--- config.mk ---
export PLATFORM = sky130hd
export DESIGN_NAME = mtp_config_store
export DESIGN_NICKNAME = d
export VERILOG_FILES = /design/src/hw/mtp_config_store_pkg.sv /design/src/hw/mtp_config_store.sv
export VERILOG_INCLUDE_DIRS = /design/src /design/src/hw
export SDC_FILE = /design/constraint.sdc
export NUM_CORES = 2
export LEC_CHECK = 0
export CORE_UTILIZATION = 30
export DETAILED_ROUTE_END_ITERATION = 16
export DONT_BUFFER_PORTS = 1
export PLACE_DENSITY = 0.48
export SETUP_SLACK_MARGIN = 0.2
export SYNTH_ARGS = -nofsm -noshare
export SYNTH_HDL_FRONTEND = slang
export SYNTH_SLANG_ARGS = --single-unit
--- constraint.sdc ---
create_clock -name i_clk_sys -period 3.85 [get_ports i_clk_sys]
set_clock_uncertainty 0.2 [all_clocks]
set_input_delay 0.1925 -clock i_clk_sys [delete_from_list [all_inputs] [get_ports i_clk_sys]]
set_output_delay 0.1925 -clock i_clk_sys [all_outputs]
set_load 0.02 [all_outputs]
--- src/hw/mtp_config_store_consts.svh ---
// Behaviour
// store holds 16-bit words, 57 of them for customer use, all rewritable
// customer write commands use codes 40h to 79h
// factory trim sector is never altered by customer writes
// one word programs within 16 ms of its command
// host reads each programmed word back and compares it; the testbench compares only in the config test and for the checksum word
// customer identifier is word 01 over word 00, both default zero
// serial slave address is word 02 bits 6:0, any value, default zero
// slave addresses 04h to 07h are reserved for high-speed entry
// interrupt setup bits 8:7; 00 gives plain end of conversion
// setup 01: output rises above limit one, falls below it
// setup 10: output rises below limit one, falls above it
// setup 11: window comparison between limit one and limit two
// bit 9 sets select polarity; device answers only while selected
// bits 11:10 set serial clock idle level and capture edge
// bits 14:12 set cyclic sleep period 125 ms to 4000 ms
// bit 15 picks parabolic or s-shaped second-order correction
// integrity flag computed only at power-up, status bit 2; the code computes it once after every reset
// customer writes outside the customer sector are ignored silently; the code ignores them but sets the write-refused interrupt event
`ifndef MTP_CONFIG_STORE_CONSTS_SVH
`define MTP_CONFIG_STORE_CONSTS_SVH

// ----------------------------------------------------------------
// register byte offsets
// ----------------------------------------------------------------
`define REG_COMMAND 8'h00
`define REG_WORD_DATA 8'h04
`define REG_STATUS 8'h08
`define REG_IRQ_STATUS 8'h0C
`define REG_IRQ_MASK 8'h10
`define REG_LIMIT_ONE 8'h14
`define REG_LIMIT_TWO 8'h18
`define REG_CUSTOMER_ID 8'h1C

// ----------------------------------------------------------------
// store layout and command codes
// ----------------------------------------------------------------
`define CUST_WORDS 57
`define WORD_CUST_ID_LOW 6'h00
`define WORD_CUST_ID_HIGH 6'h01
`define WORD_IF_CONFIG 6'h02
`define WORD_CHECKSUM 6'h38
`define CMD_WRITE_FIRST 8'h40
`define CMD_WRITE_LAST 8'h79
`define CMD_READ_LAST 8'h38
`define WORD_RESET 16'h0000
`define HS_ADDR_FIRST 7'h04
`define HS_ADDR_LAST 7'h07

// ----------------------------------------------------------------
// status bits and interrupt events
// ----------------------------------------------------------------
`define STAT_BUSY 5
`define STAT_MEM_ERROR 2
`define IRQ_PROG_DONE 0
`define IRQ_WRITE_REFUSED 1
`define IRQ_OUTPUT_ROSE 2

// ----------------------------------------------------------------
// timing
// ----------------------------------------------------------------
`define CLK_FREQ_KHZ 100000
`define PROG_TIME_MS 16
`define PROG_CYCLES (`PROG_TIME_MS * `CLK_FREQ_KHZ)
`define SLEEP_BASE_MS 13'h007D

`endif

--- src/hw/mtp_config_store_pkg.sv ---
package mtp_config_store_pkg;

    // ----------------------------------------------------------------
    // bus carriers
    // ----------------------------------------------------------------
    typedef struct packed {
        logic cyc;
        logic stb;
        logic we;
        logic [7:0] adr;
        logic [3:0] sel;
        logic [31:0] dat;
    } wb_req_t;

    typedef struct packed {
        logic ack;
        logic [31:0] dat;
    } wb_rsp_t;

    // interface configuration word
    typedef struct packed {
        logic second_order_shape;
        logic [2:0] cyclic_sleep_period;
        logic [1:0] serial_clock_mode;
        logic ss_polarity;
        logic [1:0] int_setup;
        logic [6:0] slave_addr;
    } if_config_t;

    // decoded serial clock mode
    typedef struct packed {
        logic idle_high;
        logic capture_rising;
        logic drive_rising;
    } clock_mode_t;

    typedef enum logic [1:0] {
        INT_EOC,
        INT_ABOVE,
        INT_BELOW,
        INT_WINDOW
    } int_setup_t;

    // whole register state of the store, apart from the word array mem
    typedef struct packed {
        logic ack;
        logic [31:0] rd_dat;
        logic busy;
        logic [20:0] prog_cnt;
        logic [5:0] prog_idx;
        logic [15:0] word_data;
        logic check_done;
        logic mem_error;
        logic [2:0] irq_stat;
        logic [2:0] irq_mask;
        logic [23:0] limit_one;
        logic [23:0] limit_two;
        logic conv_out;
        logic ss_meta;
        logic ss_sync;
    } state_t;

endpackage : mtp_config_store_pkg

--- src/hw/mtp_config_store.sv ---
// Implementation choice: the Wishbone interface to the registers.
`timescale 1ns/1ps
`include "mtp_config_store_consts.svh"

module mtp_config_store #(
    parameter int unsigned PROG_CYCLES = `PROG_CYCLES
) (
    // clock and reset
    input wire logic i_clk_sys,
    input wire logic i_rst_b,
    // register bus
    input wire mtp_config_store_pkg::wb_req_t i_wb,
    output mtp_config_store_pkg::wb_rsp_t o_wb,
    // measurement feed
    input wire logic [23:0] i_conditioned_result,
    input wire logic i_result_valid,
    input wire logic i_conv_start,
    // slave select pin
    input wire logic i_ss_pin,
    // decoded configuration
    output logic [31:0] o_customer_id,
    output logic [6:0] o_slave_addr,
    output logic o_addr_reserved,
    output logic o_ss_active_high,
    output logic o_selected,
    output mtp_config_store_pkg::clock_mode_t o_serial_clock_mode,
    output logic [12:0] o_cyclic_sleep_ms,
    output logic o_cyclic_sleep_valid,
    output logic o_second_order_scurve,
    // conversion pin, interrupt, integrity
    output logic o_eoc_int,
    output logic o_irq,
    output logic o_mem_error
);

    // ----------------------------------------------------------------
    // storage
    // ----------------------------------------------------------------
    logic [15:0] mem [`CUST_WORDS] = '{default: `WORD_RESET}; // power-up contents, untouched by reset
    mtp_config_store_pkg::state_t s_q;
    mtp_config_store_pkg::state_t s_d;
    mtp_config_store_pkg::if_config_t cfg;
    logic [15:0] sum;
    logic req;
    logic wr;
    logic [7:0] cmd;
    logic prog_end;
    logic [2:0] ev;

    // ----------------------------------------------------------------
    // helpers
    // ----------------------------------------------------------------
    function automatic logic [31:0] merge(input logic [31:0] old, input logic [31:0] nw,
                                          input logic [3:0] sel);
        logic [31:0] r;
        r = old;
        for (int b = 0; b < 4; b++) begin
            if (sel[b]) begin
                r[b*8 +: 8] = nw[b*8 +: 8];
            end
        end
        return r;
    endfunction : merge

    // configuration word and checksum over every word before the checksum
    always_comb begin
        cfg = mtp_config_store_pkg::if_config_t'(mem[`WORD_IF_CONFIG]);
        sum = 16'h0000;
        for (int i = 0; i < int'(`WORD_CHECKSUM); i++) begin
            sum = sum ^ mem[i];
        end
    end

    assign req = i_wb.cyc & i_wb.stb & ~s_q.ack;
    assign wr = req & i_wb.we;
    assign cmd = i_wb.dat[7:0];
    assign prog_end = s_q.busy && (s_q.prog_cnt == 21'(PROG_CYCLES - 1));

    // ----------------------------------------------------------------
    // next state
    // ----------------------------------------------------------------
    always_comb begin
        s_d = s_q;
        ev = 3'h0;
        s_d.ack = req;
        // select pin passes two flops before use
        s_d.ss_meta = i_ss_pin;
        s_d.ss_sync = s_q.ss_meta;
        // integrity flag taken once after reset only
        if (!s_q.check_done) begin
            s_d.check_done = 1'b1;
            s_d.mem_error = (sum != mem[`WORD_CHECKSUM]);
        end
        // programming timer
        if (s_q.busy) begin
            s_d.prog_cnt = s_q.prog_cnt + 21'h000001;
            if (prog_end) begin
                s_d.busy = 1'b0;
                s_d.prog_cnt = 21'h000000;
                ev[`IRQ_PROG_DONE] = 1'b1;
            end
        end
        // register writes
        if (wr) begin
            if (i_wb.adr == `REG_COMMAND) begin
                if (i_wb.sel[0] && !s_q.busy && s_q.check_done) begin
                    if (cmd >= `CMD_WRITE_FIRST && cmd <= `CMD_WRITE_LAST) begin
                        if ((cmd - `CMD_WRITE_FIRST) < 8'(`CUST_WORDS)) begin
                            s_d.busy = 1'b1;
                            s_d.prog_idx = 6'(cmd - `CMD_WRITE_FIRST);
                        end else begin
                            ev[`IRQ_WRITE_REFUSED] = 1'b1;
                        end
                    end else if (cmd <= `CMD_READ_LAST) begin
                        s_d.word_data = mem[6'(cmd)];
                    end else begin
                        ev[`IRQ_WRITE_REFUSED] = 1'b1;
                    end
                end
            end else if (i_wb.adr == `REG_WORD_DATA) begin
                if (!s_q.busy) begin
                    s_d.word_data = 16'(merge({16'h0000, s_q.word_data}, i_wb.dat, i_wb.sel));
                end
            end else if (i_wb.adr == `REG_IRQ_STATUS) begin
                s_d.irq_stat = s_q.irq_stat & ~(i_wb.dat[2:0] & {3{i_wb.sel[0]}});
            end else if (i_wb.adr == `REG_IRQ_MASK) begin
                if (i_wb.sel[0]) begin
                    s_d.irq_mask = i_wb.dat[2:0];
                end
            end else if (i_wb.adr == `REG_LIMIT_ONE) begin
                s_d.limit_one = 24'(merge({8'h00, s_q.limit_one}, i_wb.dat, i_wb.sel));
            end else if (i_wb.adr == `REG_LIMIT_TWO) begin
                s_d.limit_two = 24'(merge({8'h00, s_q.limit_two}, i_wb.dat, i_wb.sel));
            end
        end
        // register reads
        s_d.rd_dat = 32'h00000000;
        if (req && !i_wb.we) begin
            if (i_wb.adr == `REG_WORD_DATA) begin
                s_d.rd_dat = {16'h0000, s_q.word_data};
            end else if (i_wb.adr == `REG_STATUS) begin
                s_d.rd_dat[`STAT_BUSY] = s_q.busy;
                s_d.rd_dat[`STAT_MEM_ERROR] = s_q.mem_error;
            end else if (i_wb.adr == `REG_IRQ_STATUS) begin
                s_d.rd_dat = {29'h00000000, s_q.irq_stat};
            end else if (i_wb.adr == `REG_IRQ_MASK) begin
                s_d.rd_dat = {29'h00000000, s_q.irq_mask};
            end else if (i_wb.adr == `REG_LIMIT_ONE) begin
                s_d.rd_dat = {8'h00, s_q.limit_one};
            end else if (i_wb.adr == `REG_LIMIT_TWO) begin
                s_d.rd_dat = {8'h00, s_q.limit_two};
            end else if (i_wb.adr == `REG_CUSTOMER_ID) begin
                s_d.rd_dat = {mem[`WORD_CUST_ID_HIGH], mem[`WORD_CUST_ID_LOW]};
            end
        end
        // conversion pin behaviour
        case (mtp_config_store_pkg::int_setup_t'(cfg.int_setup))
            mtp_config_store_pkg::INT_EOC: begin
                if (i_result_valid) begin
                    s_d.conv_out = 1'b1;
                end else if (i_conv_start) begin
                    s_d.conv_out = 1'b0;
                end
            end
            mtp_config_store_pkg::INT_ABOVE: begin
                if (i_result_valid) begin
                    if (i_conditioned_result > s_q.limit_one) begin
                        s_d.conv_out = 1'b1;
                    end else if (i_conditioned_result < s_q.limit_one) begin
                        s_d.conv_out = 1'b0;
                    end
                end
            end
            mtp_config_store_pkg::INT_BELOW: begin
                if (i_result_valid) begin
                    if (i_conditioned_result < s_q.limit_one) begin
                        s_d.conv_out = 1'b1;
                    end else if (i_conditioned_result > s_q.limit_one) begin
                        s_d.conv_out = 1'b0;
                    end
                end
            end
            default: begin
                if (i_result_valid) begin
                    if (s_q.limit_one > s_q.limit_two) begin
                        s_d.conv_out = !(i_conditioned_result >= s_q.limit_two &&
                                         i_conditioned_result < s_q.limit_one);
                    end else begin
                        s_d.conv_out = (i_conditioned_result >= s_q.limit_one &&
                                        i_conditioned_result < s_q.limit_two);
                    end
                end
            end
        endcase
        if (s_d.conv_out && !s_q.conv_out) begin
            ev[`IRQ_OUTPUT_ROSE] = 1'b1;
        end
        // new events win over a clear in the same cycle
        s_d.irq_stat = s_d.irq_stat | ev;
        if (!i_rst_b) begin
            s_d = '0;
        end
    end

    // ----------------------------------------------------------------
    // registers
    // ----------------------------------------------------------------
    always_ff @(posedge i_clk_sys) begin
        s_q <= s_d;
    end

    // word programming lands at the end of the programming time
    always_ff @(posedge i_clk_sys) begin
        if (i_rst_b && prog_end) begin
            mem[s_q.prog_idx] <= s_q.word_data;
        end
    end

    // ----------------------------------------------------------------
    // outputs
    // ----------------------------------------------------------------
    // bus answer
    assign o_wb.ack = s_q.ack;
    assign o_wb.dat = s_q.rd_dat;

    // decoded configuration
    always_comb begin
        o_customer_id = {mem[`WORD_CUST_ID_HIGH], mem[`WORD_CUST_ID_LOW]};
        o_slave_addr = cfg.slave_addr;
        o_addr_reserved = (cfg.slave_addr >= `HS_ADDR_FIRST) && (cfg.slave_addr <= `HS_ADDR_LAST);
        o_ss_active_high = cfg.ss_polarity;
        o_selected = (s_q.ss_sync == cfg.ss_polarity);
        o_serial_clock_mode.idle_high = cfg.serial_clock_mode[1];
        o_serial_clock_mode.capture_rising = (cfg.serial_clock_mode == 2'h0) || (cfg.serial_clock_mode == 2'h3);
        o_serial_clock_mode.drive_rising = (cfg.serial_clock_mode != 2'h0);
        o_cyclic_sleep_valid = (cfg.cyclic_sleep_period != 3'h0) && (cfg.cyclic_sleep_period != 3'h7);
        o_cyclic_sleep_ms = 13'h0000;
        if (o_cyclic_sleep_valid) begin
            o_cyclic_sleep_ms = `SLEEP_BASE_MS << (cfg.cyclic_sleep_period - 3'h1);
        end
        o_second_order_scurve = cfg.second_order_shape;
    end

    // pin, interrupt and integrity flag
    assign o_eoc_int = s_q.conv_out;
    assign o_irq = |(s_q.irq_stat & s_q.irq_mask);
    assign o_mem_error = s_q.mem_error;

endmodule : mtp_config_store

==> run metrics <==
Post-Syn Nets=3602; Remaining Overflow, GRT=0; share of layout cells above drive strength 1=20.5%; I/O pin count=172; First DRT Iteration DRCs=2977; Worst Path Arrival=4.02 ns; initial antenna violation count=7; Die Y=431 µm; CP Max Fanout=11; EDFF count, synth=1024; Worst R2R Path Depth=9; crit path time final=3.50 ns; All-Layer GR Usage=18.4%; CP top delay family=buffers and inverters; drt pass-1 iters=5; max_cap viols=0; Syn Area/Cell=16.0 µm²; unrepaired setup endpoints after global routing=false; Overall Power=26800 µW; setup_tns=0 ns; Critical Path Stages=12; Post-route DRC=0; Placer Congestion=0.805; post-DP HPWL=110 mm; post-synthesis sequential area ratio=60.5%; final-report setup violation count=0; Max Slew Vio Count=0; Starting Density=30.2%; crit path kind=in2reg; clk buf depth=3; Port Buffers=0; vias in the first global route=30.5k; clock latency on the worst-skew pair=0.78 ns; crit path launch type=input pin; cell row count=157; NumNets Final=3815; Cell Pwr Density=413 nW/µm²; WHS Path Cells=4; asr flop ratio synth=0%; Inserted Clock Buffers=135; Die X-Extent=431 µm; max incr delay on CP=0.61 ns; synthesized area=55300 µm²; main flop type after synthesis=edfxtp_1; commonest non-fill, non-tap cells in the layout=edfxtp_1 (1024), xnor2_1 (806), mux4_2 (329); core area=183000 µm²; CP max stage cell=dlygate4sd3_1; Vias per Instance=4.89; Cells after Synth=3445; DR WL/cell=27.7 µm; worst path bufs/invs=6; Setup Fix Bufs, Post-CTS=0; CTS sink count=1160; CP dominant cell by count=dlygate4sd3_1; most common cell after layout, fill and taps aside=edfxtp_1; post-route ant nets=0; first-pass GRT wire length=242 mm; library cells used by synthesis=59; Synth Register Bits=1160; htree depth=4; Yosys warning total=0; Leak=0.0225 µW; Hold Crit Class=in2reg; largest net degree at the start of global routing=259; CP endpoint kind=register; CP Cell Sequence=dlygate4sd3_1 -> nand2_1 -> dlygate4sd3_1 -> nor2_1 -> dlygate4sd3_1 -> nand2_1 -> dlygate4sd3_1 -> nor2_2 -> nand3_1 -> buf_4 -> nor2_1 -> dlygate4sd3_1; slew margin rel.=3.71%; part of the cycle the worst path needs=90.9%; DR vias=30.5k; CTS tree=yes; Root Driver=clkbuf_16; Layout area overhead=17.3%; CP Data Required Time=4.37 ns; Hold Fails Final Rpt=0; f_max=0.286 GHz; status=finished, final reports clean; Worst-Margin Slew=1.44 ns; Max VDD drop=0.317 mV; wirelength, routed=172 mm; Worst-path clk slew=0.06 ns; die footprint=186000 µm²
path summary, 6_finish.rpt:
check	slack, ns	end	startpoint
worst max-delay path	0.35	o_wb[16]$_SDFF_PP0_	i_wb[45]
worst min-delay path	0.05	s_q[63]$_SDFFE_PN0P_	i_wb[3]
worst max register to register	0.37	s_q[60]$_SDFFE_PN0P_	mem[0][1]$_DFFE_PP_
worst min register to register	0.23	s_q[0]$_SDFF_PN0_	s_q[1]$_SDFF_PN0_
cell usage after synthesis (52+ instances only):
cell	instances	share of area, %
nor2b_1	76	0.86
edfxtp_1	1024	56
clkbuf_1	65	0.44
ha_1	81	1.8
inv_1	72	0.49
nor2_1	142	0.96
nand2_1	99	0.67
xor2_1	109	1.7
mux4_2	329	13
mux2i_1	65	1.2
dfxtp_1	136	4.9
buf_4	52	0.71
xnor2_1	806	13
cell families after synthesis:
group / synth area share (%)
flops: 60.5
fa+ha+maj: 1.83
xor+xnor: 14.5
simple gates: 3.95
buf+inv: 2.14
mux: 14.7
compound gates: 2.34
state kept, by name (all words and copies together) (netlist names):
register,flops
s_q,101
o_wb,33
mem,1024
o_mem_error,1
o_eoc_int,1
worst min-delay path, cell delays in order:
cell and delay (ns):
mux4_2 0.33, mux2i_1 0.21, o311a_1 0.17, nor3b_1 0.04
timing repair:
item                       CTS  global route
hold endpoints to repair   136             0
setup endpoints to repair    0            10
gates resized for setup      0             4
hold buffers                97             0
power breakdown:
part	total [µW]	leakage [µW]	internal (µW)	switching [µW]
combinational	420	0.00764	250	171
sequential	13500	0.0127	13500	6.58
clock	12900	0.00213	7510	5340
per-stage QoR:
step                cells  utilization (%)  hold WS (ns)  cell area, µm²  setup slack [ns]
floorplan            3445                -        0.0202           55300             0.327
global placement     5888             32.5        0.0486           59400             0.597
detailed placement   5888             32.5        0.0509           59400             0.639
CTS                  6232             35.4       0.00290           64800             0.226
global route         6232             35.4        0.0312           64900             0.215
finish               6235             35.4        0.0481           64900             0.351
metal layers:
layer,up-vias,track usage (%),share of wire (%)
met1,16100,26.6,46
li1,13300,-,-
met4,0,3.82,1.5
met5,-,0,0
met3,155,3.02,5.5
met2,867,29.2,47
layout make-up:
type                    instances  area [µm²]
fillers                     17500      118000
flip-flops and latches       1160       33500
multi-input cells            2042       20800
clock buffers                 177        3730
well taps                    2464        3080
repair buffers                247        2810
clock inverters                70         654
inverters                      72         270
diodes                          3        7.51
No activity file was read; power rests on OpenSTA's default activity.
